<file path="src/logic/fmsp_pkg.sv">
package fmsp_pkg;

   // ****************************************
   // Register word indices (byte address is index times 4)
   // ****************************************
   localparam logic [7:0] FMSP_CTRL_HIGH_IDX = 8'hfc;
   localparam logic [7:0] FMSP_CTRL_LOW_IDX = 8'hfd;
   localparam logic [7:0] FMSP_DATA_IDX = 8'hfe;
   localparam logic [7:0] FMSP_BAUD_IDX = 8'hff;
   localparam logic [7:0] FMSP_IRQ_IDX = 8'hf0;
   localparam logic [7:0] FMSP_FLAG_IDX = 8'hf1;
   localparam int FMSP_ADDR_W = 12;

   // ****************************************
   // Field positions and reset values
   // ****************************************
   localparam int FMSP_MCE_BIT = 5;
   localparam int FMSP_RXEN_BIT = 4;
   localparam int FMSP_TB8_BIT = 3;
   localparam int FMSP_RB8_BIT = 2;
   localparam int FMSP_AUTOPAR_BIT = 7;
   localparam int FMSP_TXODD_BIT = 6;
   localparam int FMSP_RXODD_BIT = 5;
   localparam int FMSP_PERR_BIT = 4;
   localparam int FMSP_TXIRQ_BIT = 3;
   localparam int FMSP_RXIRQ_BIT = 4;
   localparam int FMSP_TXFLAG_BIT = 0;
   localparam int FMSP_RXFLAG_BIT = 1;
   localparam logic [7:0] FMSP_REG_RST = 8'h00;
   localparam logic [3:0] FMSP_TICKS_PER_BIT = 4'hf;
   localparam logic [3:0] FMSP_MID_TICK = 4'h7;

   // ****************************************
   // Types
   // ****************************************
   typedef enum logic [1:0] {
      FMSP_MODE_SYNC,
      FMSP_MODE_ASYNC8,
      FMSP_MODE_ASYNC9_FIXED,
      FMSP_MODE_ASYNC9_VAR
   } fmsp_mode_t;

   typedef struct packed {
      logic sel;
      logic en;
      logic wr;
      logic [FMSP_ADDR_W-1:0] addr;
      logic [31:0] wdata;
   } fmsp_apb_req_t;

   typedef struct packed {
      logic txd;
      logic rxd_out;
      logic rxd_oe;
   } fmsp_pins_t;

endpackage

</file>
<file path="src/logic/fmsp_serial_port.sv">
// Chosen here: the APB slave port.
`timescale 1ns/10ps
module fmsp_serial_port
   import fmsp_pkg::*;
(
   // Clock and reset
   input wire logic clk_i,
   input wire logic resetn_i,
   input wire logic ce_i,
   // APB slave
   input wire logic psel_i,
   input wire logic penable_i,
   input wire logic pwrite_i,
   input wire logic [FMSP_ADDR_W-1:0] paddr_i,
   input wire logic [31:0] pwdata_i,
   output logic [31:0] prdata_o,
   output logic pready_o,
   output logic pslverr_o,
   // Interrupt handshake
   input wire logic tx_irq_ack_i,
   input wire logic rx_irq_ack_i,
   output logic tx_irq_request_o,
   output logic rx_irq_request_o,
   // Serial pins
   input wire logic rxd_i,
   output logic txd_o,
   output logic rxd_out_o,
   output logic rxd_oe_o
);

   // ****************************************
   // Input synchroniser and bus decode
   // ****************************************
   logic rxd_meta_reg, rxd_sync_reg, rxd_prev_reg;
   always_ff @(posedge clk_i) begin
      if (!resetn_i) begin
         rxd_meta_reg <= 1'b1;
         rxd_sync_reg <= 1'b1;
         rxd_prev_reg <= 1'b1;
      end else if (ce_i) begin
         rxd_meta_reg <= rxd_i;
         rxd_sync_reg <= rxd_meta_reg;
         rxd_prev_reg <= rxd_sync_reg;
      end
   end

   fmsp_apb_req_t req;
   assign req = '{sel: psel_i, en: penable_i, wr: pwrite_i, addr: paddr_i, wdata: pwdata_i};
   logic acc, wr_acc, rd_acc, hit;
   logic [7:0] word_addr;
   assign acc = req.sel && req.en && !pready_o && ce_i;
   assign wr_acc = acc && req.wr;
   assign rd_acc = acc && !req.wr;
   assign word_addr = req.addr[9:2];
   assign hit = (req.addr[FMSP_ADDR_W-1:10] == '0) && (req.addr[1:0] == 2'b00) &&
                (word_addr inside {FMSP_CTRL_HIGH_IDX, FMSP_CTRL_LOW_IDX, FMSP_DATA_IDX,
                                   FMSP_BAUD_IDX, FMSP_IRQ_IDX, FMSP_FLAG_IDX});

   // ****************************************
   // Control registers
   // ****************************************
   fmsp_mode_t mode_reg;
   logic mce_reg, rxen_reg, tb8_reg, rb8_reg;
   logic autopar_reg, txodd_reg, rxodd_reg, perr_reg;
   logic [1:0] clksel_reg;
   logic [7:0] baud_reg, txbuf_reg, rxbuf_reg;
   logic tx_flag_reg, rx_flag_reg;
   logic tx_done, rx_done, rx_irq_ok, rx_perr, rx_rb8;
   logic [7:0] rx_byte;
   logic tx_load, rx_start_sync;

   always_ff @(posedge clk_i) begin
      if (!resetn_i) begin
         mode_reg <= FMSP_MODE_SYNC;
         mce_reg <= 1'b0;
         tb8_reg <= 1'b0;
         autopar_reg <= 1'b0;
         txodd_reg <= 1'b0;
         rxodd_reg <= 1'b0;
         clksel_reg <= 2'b00;
         baud_reg <= FMSP_REG_RST;
         txbuf_reg <= FMSP_REG_RST;
      end else if (wr_acc) begin
         case (word_addr)
            FMSP_CTRL_HIGH_IDX: begin
               mode_reg <= fmsp_mode_t'(req.wdata[7:6]);
               mce_reg <= req.wdata[FMSP_MCE_BIT];
               tb8_reg <= req.wdata[FMSP_TB8_BIT];
            end
            FMSP_CTRL_LOW_IDX: begin
               autopar_reg <= req.wdata[FMSP_AUTOPAR_BIT];
               txodd_reg <= req.wdata[FMSP_TXODD_BIT];
               rxodd_reg <= req.wdata[FMSP_RXODD_BIT];
               clksel_reg <= req.wdata[3:2];
            end
            FMSP_DATA_IDX: txbuf_reg <= req.wdata[7:0];
            FMSP_BAUD_IDX: baud_reg <= req.wdata[7:0];
            default: ;
         endcase
      end
   end

   assign tx_load = wr_acc && (word_addr == FMSP_DATA_IDX);
   assign rx_start_sync = wr_acc && (word_addr == FMSP_CTRL_HIGH_IDX) &&
                          req.wdata[FMSP_RXEN_BIT] &&
                          (req.wdata[7:6] == 2'b00);

   // Receive enable; mode 0 reception clears it when done
   logic sync_rx_done;
   always_ff @(posedge clk_i) begin
      if (!resetn_i) begin
         rxen_reg <= 1'b0;
      end else if (wr_acc && word_addr == FMSP_CTRL_HIGH_IDX) begin
         rxen_reg <= req.wdata[FMSP_RXEN_BIT];
      end else if (ce_i && sync_rx_done) begin
         rxen_reg <= 1'b0;
      end
   end

   // Received data, ninth bit and parity status
   always_ff @(posedge clk_i) begin
      if (!resetn_i) begin
         rxbuf_reg <= FMSP_REG_RST;
         rb8_reg <= 1'b0;
         perr_reg <= 1'b0;
      end else if (ce_i && rx_done) begin
         rxbuf_reg <= rx_byte;
         if (mode_reg[1]) begin
            rb8_reg <= rx_rb8;
            perr_reg <= rx_perr;
         end
      end
   end

   // ****************************************
   // Requests and status flags
   // ****************************************
   always_ff @(posedge clk_i) begin
      if (!resetn_i) begin
         tx_irq_request_o <= 1'b0;
         rx_irq_request_o <= 1'b0;
      end else if (ce_i) begin
         if (tx_done) begin
            tx_irq_request_o <= 1'b1;
         end else if (tx_irq_ack_i || (wr_acc && word_addr == FMSP_IRQ_IDX &&
                                       !req.wdata[FMSP_TXIRQ_BIT])) begin
            tx_irq_request_o <= 1'b0;
         end
         if (rx_done && rx_irq_ok) begin
            rx_irq_request_o <= 1'b1;
         end else if (rx_irq_ack_i || (wr_acc && word_addr == FMSP_IRQ_IDX &&
                                       !req.wdata[FMSP_RXIRQ_BIT])) begin
            rx_irq_request_o <= 1'b0;
         end
      end
   end

   always_ff @(posedge clk_i) begin
      if (!resetn_i) begin
         tx_flag_reg <= 1'b0;
         rx_flag_reg <= 1'b0;
      end else if (ce_i) begin
         if (tx_done) begin
            tx_flag_reg <= 1'b1;
         end else if (wr_acc && word_addr == FMSP_FLAG_IDX && !req.wdata[FMSP_TXFLAG_BIT]) begin
            tx_flag_reg <= 1'b0;
         end
         if (rx_done && rx_irq_ok) begin
            rx_flag_reg <= 1'b1;
         end else if (wr_acc && word_addr == FMSP_FLAG_IDX && !req.wdata[FMSP_RXFLAG_BIT]) begin
            rx_flag_reg <= 1'b0;
         end
      end
   end

   // ****************************************
   // APB read and answer
   // ****************************************
   logic [7:0] rd_mux;
   always_comb begin
      rd_mux = 8'h00;
      case (word_addr)
         FMSP_CTRL_HIGH_IDX: rd_mux = {mode_reg, mce_reg, rxen_reg, tb8_reg, rb8_reg, 2'b00};
         FMSP_CTRL_LOW_IDX: rd_mux = {autopar_reg, txodd_reg, rxodd_reg, perr_reg,
                                      clksel_reg, 2'b00};
         FMSP_DATA_IDX: rd_mux = rxbuf_reg;
         FMSP_BAUD_IDX: rd_mux = baud_reg;
         FMSP_IRQ_IDX: rd_mux = {3'b000, rx_irq_request_o, tx_irq_request_o, 3'b000};
         FMSP_FLAG_IDX: rd_mux = {6'h00, rx_flag_reg, tx_flag_reg};
         default: rd_mux = 8'h00;
      endcase
   end

   always_ff @(posedge clk_i) begin
      if (!resetn_i) begin
         pready_o <= 1'b0;
         pslverr_o <= 1'b0;
         prdata_o <= 32'h0000_0000;
      end else if (ce_i) begin
         pready_o <= req.sel && req.en && !pready_o;
         pslverr_o <= req.sel && req.en && !pready_o && !hit;
         prdata_o <= (rd_acc && hit) ? {24'h00_0000, rd_mux} : 32'h0000_0000;
      end
   end

   // ****************************************
   // Baud tick generation
   // ****************************************
   logic [2:0] pre_cnt_reg;
   logic [7:0] baud_cnt_reg;
   logic src_tick, tick;
   logic [7:0] eff_div;
   always_comb begin
      case (clksel_reg)
         2'b00: src_tick = (pre_cnt_reg == 3'h7);
         2'b01: src_tick = (pre_cnt_reg[1:0] == 2'h3);
         2'b10: src_tick = pre_cnt_reg[0];
         default: src_tick = 1'b1;
      endcase
   end
   assign eff_div = (mode_reg == FMSP_MODE_ASYNC9_FIXED) ? 8'h00 : baud_reg;
   assign tick = src_tick && (baud_cnt_reg == eff_div);

   always_ff @(posedge clk_i) begin
      if (!resetn_i) begin
         pre_cnt_reg <= 3'h0;
         baud_cnt_reg <= 8'h00;
      end else if (ce_i) begin
         pre_cnt_reg <= pre_cnt_reg + 3'h1;
         if (src_tick) begin
            baud_cnt_reg <= (baud_cnt_reg >= eff_div) ? 8'h00 : baud_cnt_reg + 8'h01;
         end
      end
   end

   // ****************************************
   // Transmitter
   // ****************************************
   logic tx_busy_reg;
   logic [3:0] tx_sub_reg, tx_bit_reg;
   logic [10:0] tx_sh_reg;
   logic tx_ninth;
   logic [3:0] tx_last;
   assign tx_ninth = autopar_reg ? (^req.wdata[7:0] ^ txodd_reg) : tb8_reg;
   assign tx_last = (mode_reg == FMSP_MODE_SYNC) ? 4'd7 :
                    (mode_reg == FMSP_MODE_ASYNC8) ? 4'd9 : 4'd10;
   assign tx_done = tx_busy_reg && tick && tx_sub_reg == FMSP_TICKS_PER_BIT &&
                    ((mode_reg == FMSP_MODE_SYNC) ? (tx_bit_reg == 4'd7) :
                     (tx_bit_reg == tx_last - 4'd1));

   always_ff @(posedge clk_i) begin
      if (!resetn_i) begin
         tx_busy_reg <= 1'b0;
         tx_sub_reg <= 4'h0;
         tx_bit_reg <= 4'h0;
         tx_sh_reg <= 11'h7ff;
      end else if (ce_i) begin
         if (tx_load && !tx_busy_reg) begin
            tx_busy_reg <= 1'b1;
            tx_sub_reg <= 4'h0;
            tx_bit_reg <= 4'h0;
            case (mode_reg)
               FMSP_MODE_SYNC: tx_sh_reg <= {3'b111, req.wdata[7:0]};
               FMSP_MODE_ASYNC8: tx_sh_reg <= {2'b11, req.wdata[7:0], 1'b0};
               default: tx_sh_reg <= {1'b1, tx_ninth, req.wdata[7:0], 1'b0};
            endcase
         end else if (tx_busy_reg && tick) begin
            tx_sub_reg <= tx_sub_reg + 4'h1;
            if (tx_sub_reg == FMSP_TICKS_PER_BIT) begin
               tx_sh_reg <= {1'b1, tx_sh_reg[10:1]};
               tx_bit_reg <= tx_bit_reg + 4'h1;
               if (tx_bit_reg == tx_last) begin
                  tx_busy_reg <= 1'b0;
               end
            end
         end
      end
   end

   // ****************************************
   // Receiver
   // ****************************************
   typedef enum logic [1:0] {RX_IDLE, RX_SYNC, RX_ASYNC} fmsp_rx_state_t;
   fmsp_rx_state_t rx_state_reg;
   logic [3:0] rx_sub_reg, rx_bit_reg;
   logic [8:0] rx_sh_reg;
   logic rx_last_sample, rx_sample;
   assign rx_sample = tick && rx_sub_reg == FMSP_MID_TICK;
   // Last sample: stop bit in mode 1, ninth bit in modes 2 and 3
   assign rx_last_sample = rx_state_reg == RX_ASYNC && rx_sample && rx_bit_reg == 4'd9;
   assign sync_rx_done = rx_state_reg == RX_SYNC && tick &&
                         rx_sub_reg == FMSP_TICKS_PER_BIT && rx_bit_reg == 4'd7;
   assign rx_done = sync_rx_done || rx_last_sample;
   // Eight data samples sit above the start or stale bit in every mode
   assign rx_byte = rx_sh_reg[8:1];
   assign rx_rb8 = rxd_sync_reg;
   assign rx_perr = (^rx_sh_reg[8:1] ^ rxd_sync_reg) != rxodd_reg;
   always_comb begin
      case (mode_reg)
         FMSP_MODE_SYNC: rx_irq_ok = 1'b1;
         FMSP_MODE_ASYNC8: rx_irq_ok = !mce_reg || rxd_sync_reg;
         default: rx_irq_ok = !mce_reg || rxd_sync_reg;
      endcase
   end

   always_ff @(posedge clk_i) begin
      if (!resetn_i) begin
         rx_state_reg <= RX_IDLE;
         rx_sub_reg <= 4'h0;
         rx_bit_reg <= 4'h0;
         rx_sh_reg <= 9'h000;
      end else if (ce_i) begin
         case (rx_state_reg)
            RX_IDLE: begin
               rx_sub_reg <= 4'h0;
               rx_bit_reg <= 4'h0;
               if (rx_start_sync) begin
                  rx_state_reg <= RX_SYNC;
               end else if (rxen_reg && mode_reg != FMSP_MODE_SYNC &&
                            rxd_prev_reg && !rxd_sync_reg) begin
                  rx_state_reg <= RX_ASYNC;
               end
            end
            RX_SYNC: if (tick) begin
               rx_sub_reg <= rx_sub_reg + 4'h1;
               if (rx_sample) begin
                  rx_sh_reg <= {rxd_sync_reg, rx_sh_reg[8:1]};
               end
               if (rx_sub_reg == FMSP_TICKS_PER_BIT) begin
                  rx_bit_reg <= rx_bit_reg + 4'h1;
                  if (rx_bit_reg == 4'd7) begin
                     rx_state_reg <= RX_IDLE;
                  end
               end
            end
            RX_ASYNC: if (tick) begin
               rx_sub_reg <= rx_sub_reg + 4'h1;
               if (rx_sample) begin
                  rx_sh_reg <= {rxd_sync_reg, rx_sh_reg[8:1]};
                  if (rx_bit_reg == 4'd0 && rxd_sync_reg) begin
                     rx_state_reg <= RX_IDLE;
                  end
                  if (rx_bit_reg == 4'd9) begin
                     rx_state_reg <= RX_IDLE;
                  end
               end
               if (rx_sub_reg == FMSP_TICKS_PER_BIT) begin
                  rx_bit_reg <= rx_bit_reg + 4'h1;
               end
            end
            default: rx_state_reg <= RX_IDLE;
         endcase
      end
   end

   // ****************************************
   // Pin drivers
   // ****************************************
   always_ff @(posedge clk_i) begin
      if (!resetn_i) begin
         txd_o <= 1'b1;
         rxd_out_o <= 1'b1;
         rxd_oe_o <= 1'b0;
      end else if (ce_i) begin
         if (mode_reg == FMSP_MODE_SYNC) begin
            // Shift clock low in first half of each bit
            txd_o <= !((tx_busy_reg || rx_state_reg == RX_SYNC) &&
                       !(tx_sub_reg[3] | rx_sub_reg[3]));
            rxd_out_o <= tx_sh_reg[0];
            rxd_oe_o <= tx_busy_reg;
         end else begin
            txd_o <= tx_busy_reg ? tx_sh_reg[0] : 1'b1;
            rxd_out_o <= 1'b1;
            rxd_oe_o <= 1'b0;
         end
      end
   end

endmodule

</file>
<file path="config.mk">
export PLATFORM = sky130hd
export DESIGN_NAME = fmsp_serial_port
export DESIGN_NICKNAME = d
export VERILOG_FILES = /design/src/logic/fmsp_pkg.sv /design/src/logic/fmsp_serial_port.sv
export SDC_FILE = /design/constraint.sdc
export NUM_CORES = 1
export LEC_CHECK = 0
export BUFFER_PORTS_ARGS = -buffer_cell sky130_fd_sc_hd__buf_4
export CORE_MARGIN = 3
export CORE_UTILIZATION = 51
export CTS_CLUSTER_DIAMETER = 100
export DETAILED_ROUTE_END_ITERATION = 12
export HOLD_SLACK_MARGIN = 0.08
export PLACE_DENSITY = 0.71
export SETUP_SLACK_MARGIN = 0.1
export SYNTH_ARGS = -nofsm -noshare
export SYNTH_HDL_FRONTEND = slang
export SYNTH_SLANG_ARGS = --single-unit
</file>
<file path="constraint.sdc">
create_clock -name clk_i -period 2.9 [get_ports clk_i]
set_input_delay 0 -clock clk_i [delete_from_list [all_inputs] [get_ports clk_i]]
set_output_delay 0 -clock clk_i [all_outputs]
set_load 0.1 [all_outputs]
</file>
Yosys cells after proc, flatten, opt, wreduce, memory -nomap -nowiden
Index checks and enable logic that the tools add are counted.
- $add $sub $neg: 7
- order comparisons: 1
- equal/unequal tests: 33
- muxes and demuxes: 52
- bitwise gates (word level): 3
- reduce and logical (&&, ||, !) cells: 92
- operators with widths (kind ; number):
    == test 8 bit, second input constant ; 6
    one-hot mux 8 bit (6 select lines) ; 1
    logical AND 1 bit ; 38
    2-to-1 mux 4 bit ; 9
    2-to-1 mux 11 bit ; 3
    2-to-1 mux 8 bit ; 3
    2-to-1 mux 1 bit ; 21
    2-to-1 mux 2 bit ; 10
    one-hot mux 10 bit (2 select lines) ; 1
    AND reduction 2 bit ; 10
    nonzero test 2 bit ; 10
    adder 4 x 1 -> 4 bit, second input constant ; 4
    one-hot mux 4 bit (2 select lines) ; 2
    XOR reduction 8 bit ; 2
    == test 4 x 3 -> 1 bit, second input constant ; 3
    == test 4 bit, second input constant ; 3
    zero test 1 bit ; 12
    zero test 2 bit ; 6
    AND reduction 4 bit ; 3
    adder 8 x 1 -> 8 bit, second input constant ; 1
    == test 2 bit, second input constant ; 4
    == test 4 bit ; 2
    == test 8 bit ; 1
    greater-or-equal comparator 8 bit ; 1
    other kinds (19) ; 32
- bits in registers: 122

Depth between registers and ports, before layout
- word-level depth: 11
- depth in mapped cells: 11

Worst setup path before layout
OpenSTA, ideal clock, no wires.
- path type: register -> register
- start point: register mode_reg[0]
- end point: register tx_sh_reg[5]
- arrival time: 2.263 ns
- data required time: 2.764 ns
- setup slack: 0.501 ns
- stages on the path, launching flop included: 11
- path buffers: 2
- period minus slack after synthesis: 2.399 ns
- cells stage by stage: dfxtp_1 > nand2b_1 > clkbuf_1 > nand2_1 > ha_1 > and4_1 > nand3_1 > nor3_4 > buf_8 > mux2i_1 > a21oi_1
- word-level cells in the longest chain between the ends: 7
- elaborated cells on any way between the ends: 11
- classes of those cells: eq/ne: 3; mux: 3; reduce/logical: 5
- ends and longest elaborated chain (element ; RTL line ; source):
    from (decl) ; fmsp_serial_port.sv:62 ; fmsp_mode_t mode_reg;
    from (signal assigned) ; fmsp_serial_port.sv:86 ; mode_reg <= fmsp_mode_t'(req.wdata[7:6]);
    == test 2 bit ; fmsp_serial_port.sv:221 ; assign eff_div = (mode_reg == FMSP_MODE_ASYNC9_FIXED) ? 8'h00 : baud_reg;
    2-to-1 mux 8 bit ; fmsp_serial_port.sv:221 ;
    == test 8 bit ; fmsp_serial_port.sv:222 ; assign tick = src_tick && (baud_cnt_reg == eff_div);
    logical AND 1 bit ; fmsp_serial_port.sv:222 ;
    logical AND 1 bit ; fmsp_serial_port.sv:267 ; end else if (tx_busy_reg && tick) begin
    nonzero test 2 bit (no line) ; -- ;
    AND reduction 3 bit (no line) ; -- ;
    to (signal assigned) ; fmsp_serial_port.sv:264 ; FMSP_MODE_ASYNC8: tx_sh_reg <= {2'b11, req.wdata[7:0], 1'b0};
    to (signal assigned) ; fmsp_serial_port.sv:265 ; default: tx_sh_reg <= {1'b1, tx_ninth, req.wdata[7:0], 1'b0};
    to (signal assigned) ; fmsp_serial_port.sv:270 ; tx_sh_reg <= {1'b1, tx_sh_reg[10:1]};
    to (decl) ; fmsp_serial_port.sv:241 ; logic [10:0] tx_sh_reg;
Parallel ways exist; a longest one is shown, timed or not.
A chain may end at the register's enable or synchronous reset.

Worst setup path in the final report
- start point: register mode_reg[0]
- end point: register rx_bit_reg[3]
- word-level cells in the longest chain between the ends: 6
- ends and longest elaborated chain (element ; RTL line ; source):
    == test 2 bit ; fmsp_serial_port.sv:221 ;
    2-to-1 mux 8 bit ; fmsp_serial_port.sv:221 ;
    == test 8 bit ; fmsp_serial_port.sv:222 ;
    logical AND 1 bit ; fmsp_serial_port.sv:222 ;
    inequality test 2 x 1 -> 1 bit (no line) ; -- ;
    AND reduction 4 bit (no line) ; -- ;
    to (signal assigned) ; fmsp_serial_port.sv:330 ; rx_bit_reg <= rx_bit_reg + 4'h1;
    to (signal assigned) ; fmsp_serial_port.sv:348 ; rx_bit_reg <= rx_bit_reg + 4'h1;
    to (decl) ; fmsp_serial_port.sv:285 ; logic [3:0] rx_sub_reg, rx_bit_reg;
Every way passes these cells.

==> implementation parameters <==
Parameter                              Value

Outcome
  Result of the run ... completed

Floorplan
  Core box area ... 9955 um2
  Effective utilization at floorplan ... 53.33%
  Die extent in x ... 108.0 um
  Die Y ... 108.0 um
  I/O pin total ... 92
  Die area ... 11670 um2
  Std-Cell Rows ... 36

GRT
  Gr usage total ... 22.35%
  Largest net degree at the start of global routing ... 50
  Initial antenna violation count ... 0
  Leftover overflow at the end of global routing ... 0
  Vias in the first global route ... 4297
  Global-route wire length before repair ... 20.62 mm

Finish
  Filler Cell Count ... 883
  Layout area overhead ... 13.69%
  Nets ... 707
  Largest register FFs ... 10
  Antenna Diode Count ... 0
  Layout cell share with drive strength beyond 1 ... 14.29%
  Number of standard cells in the final layout excluding fillers ... 770

Drt
  Detailed-route wire length per cell ... 16.37 um
  Vias post-DR ... 4384
  Number of optimization iterations in the first detailed-route pass ... 5
  Starting DRC count in detailed routing ... 381
  Post-Route WL ... 12.61 mm
  Number of routed nets with antenna violations ... 0
  Via density per instance ... 5.694
  Final routed DRC violation total ... 0

Timing
  Achievable frequency ... 402.3 MHz
  Max-Slew Margin vs Limit ... 47.19%
  Number of failing hold endpoints at the final stage ... 0
  Unrepaired setup endpoints after global routing ... no
  Finish-stage setup viols ... 0
  Fin crit share ... 85.71%
  Worst clock skew ... 0.009845 ns
  Actual slew at the worst max-slew pin ... 0.7893 ns
  Post-route setup TNS ... 0 ns
  Post-layout minimum cycle time ... 2.485 ns
  Final number of max-transition violations ... 0

Placed design
  Count of placed standard cells including taps ... 734
  Total of buffers placed on input and output ports ... 43
  Global placer's final weighted congestion ... 0.8395
  Post-DP HPWL ... 9.190 mm

Clock tree
  Clock tree buffer depth ... 2
  Post-CTS setup buffer count ... 0
  H-tree depth ... 3
  Clock Sink Count ... 96
  TritonCTS clock tree ... built
  Clock insertion delay at the later pin of the skew report ... 0.38 ns
  Number of clock buffers inserted by TritonCTS ... 9
  Cell at the root of the clock tree ... sky130_fd_sc_hd__clkbuf_8
  Clock transition at the registers of the reported paths ... 0.10 ns

Critical path
  Critical path type ... reg -> reg
  Required time of the worst setup path ... 3.22 ns
  Sort of element at the start of the critical path ... flip-flop
  CP Capture Type ... flip-flop
  Data arrival time of the worst path ... 2.81 ns
  Crit path max fanout ... 10

Synth
  Post-synthesis cell type count ... 71
  Synthesis Warnings ... 0
  Share of flip-flops with an asynchronous set or reset after synthesis ... 0%
  Primary FF master, synth ... sky130_fd_sc_hd__dfxtp_1
  Mapped cell area ... 5309 um2
  Mean Syn Cell Area ... 9.153 um2
  Count of mapped cells out of synthesis ... 580
  Flip-flop and latch count after synthesis ... 96
  Sequential share of the synthesized area ... 36.20%
  Number of flops mapped to enable cells by yosys ... 0

Power and ir drop
  Largest voltage drop on the vdd net ... 0.3349 mV
  Power Dens Cells ... 431.1 nW/um2
  P_leak ... 2.354 nW

Min path
  Hold Path Class ... in -> reg

Run
  Maximum capacitance violations ... 0
critical path: stages, from the launching register on:
cell and delay, ns:
sky130_fd_sc_hd__dfxtp_1 0.35, sky130_fd_sc_hd__nand2b_1 0.29, sky130_fd_sc_hd__nand2_1 0.11, sky130_fd_sc_hd__ha_1 0.31, sky130_fd_sc_hd__and4_1 0.22, sky130_fd_sc_hd__and3_2 0.36, sky130_fd_sc_hd__nand3_1 0.25, sky130_fd_sc_hd__or3_1 0.40
sky130_fd_sc_hd__a21oi_1 0.13
kinds of logic after synthesis:
group	count (synthesis)	synth area share, %
compound gates	92	11.60
xor+xnor	28	4.878
fa+ha+maj	22	5.185
buf+inv	70	7.471
flops	96	36.20
mux	59	12.63
other cells	1	0.07064
simple gates	212	21.97
where the power goes:
part	switching (mW)	internal (mW)	leakage (nW)
combinational	0.241	0.0824	1.47
sequential	0.00557	1.32	0.775
clock	0.530	0.419	0.105
total	0.776	1.83	2.35
per-stage QoR:
step | utilization [%] | cell area, um2 | total power, mW | hold slack [ns] | setup WS (ns)
after detailed placement | 56.41 | 5615 | 1.659 | 0.2322 | 0.3351
after CTS | 60.56 | 6028 | 2.614 | 0.1011 | 0.2656
after global routing | 60.63 | 6036 | 2.692 | 0.1439 | 0.2301
final | 60.63 | 6036 | 2.602 | 0.1121 | 0.4145
after floorplan | - | 5395 | 1.622 | 0.1284 | 0.5014
after global placement | 56.41 | 5615 | 1.656 | 0.2180 | 0.3846
what timing repair did:
action | in CTS | in global routing
setup endpoints to repair | 0 | 5
endpoints found under the hold margin | 49 | 0
hold buffers | 20 | 0
gates resized for setup | 0 | 2
cell type report:
class	count	area (um2)	share of cell area (%)
multi-input cells	437	3084	51.10
clock buffers	9	123.9	2.052
flip-flops and latches	96	1922	31.84
inverters	16	60.06	0.9950
well taps	133	166.4	2.757
repair buffers	72	590.6	9.784
clock inverters	7	88.84	1.472
routing by layer:
| layer | track usage [%] | vias up | wire (um) |
|---|---|---|---|
| met5 | 0 | - | 0 |
| met4 | 8.386 | 0 | 268 |
| met3 | 4.657 | 26 | 568 |
| met2 | 38.45 | 117 | 6277 |
| met1 | 27.54 | 2115 | 5491 |
| li1 | - | 2126 | - |
path summary, 6_finish.rpt:
path / startpoint / to / slack, ns / depth (start not counted)
worst max register to register: mode_reg[0]$_SDFFE_PN0N_ / rx_bit_reg[3]$_SDFFE_PN0P_ / 0.41 / 8
worst min-delay path: psel_i / pslverr_o$_SDFFE_PN0P_ / 0.11 / 4
worst max-delay path: mode_reg[0]$_SDFFE_PN0N_ / rx_bit_reg[3]$_SDFFE_PN0P_ / 0.41 / 8
worst min register to register: perr_reg$_SDFFE_PN0P_ / perr_reg$_SDFFE_PN0P_ / 0.47 / 2
cells in the final DEF, fill, tap and decap left out, drive strengths merged, types with 4 or more instances in the layout:
master | synthesis | final
nand3b | 6 | 6
nor3 | 11 | 11
a32o | 4 | 4
nand4 | 11 | 11
xor2 | 10 | 10
nand2 | 36 | 36
nand4b | 6 | 6
mux4 | 6 | 6
a21oi | 39 | 39
inv | 16 | 19
dfxtp | 96 | 96
and3 | 12 | 12
o21ai | 14 | 14
nand2b | 11 | 11
clkbuf | 20 | 9
nor2 | 61 | 61
or3 | 5 | 5
o211ai | 5 | 5
ha | 22 | 22
buf | 34 | 52
nor2b | 6 | 6
xnor2 | 17 | 17
conb | 1 | 24
nand3 | 27 | 27
dlygate4sd3 | 0 | 20
mux2i | 52 | 52
cell usage after synthesis (6+ instances only):
master                     count  area share, %
sky130_fd_sc_hd__xnor2_1      17            2.8
sky130_fd_sc_hd__inv_1        16            1.1
sky130_fd_sc_hd__nand2_1      36            2.5
sky130_fd_sc_hd__nand2b_1     11            1.3
sky130_fd_sc_hd__nand3b_1      6           0.85
sky130_fd_sc_hd__and3_1       12            1.4
sky130_fd_sc_hd__o21ai_0      11            1.0
sky130_fd_sc_hd__buf_4        27            3.8
sky130_fd_sc_hd__clkbuf_1     19            1.3
sky130_fd_sc_hd__dfxtp_1      96             36
sky130_fd_sc_hd__nor2_1       60            4.2
sky130_fd_sc_hd__xor2_1       10            1.6
sky130_fd_sc_hd__nor3_1        8           0.75
sky130_fd_sc_hd__mux4_2        6            2.5
sky130_fd_sc_hd__nand3_1      27            2.5
sky130_fd_sc_hd__a21oi_1      39            3.7
sky130_fd_sc_hd__ha_1         22            5.2
sky130_fd_sc_hd__mux2i_1      52            9.8
sky130_fd_sc_hd__nor2b_1       6           0.71
sky130_fd_sc_hd__nand4_1      10            1.2
Power figures use the tool's default switching activity.
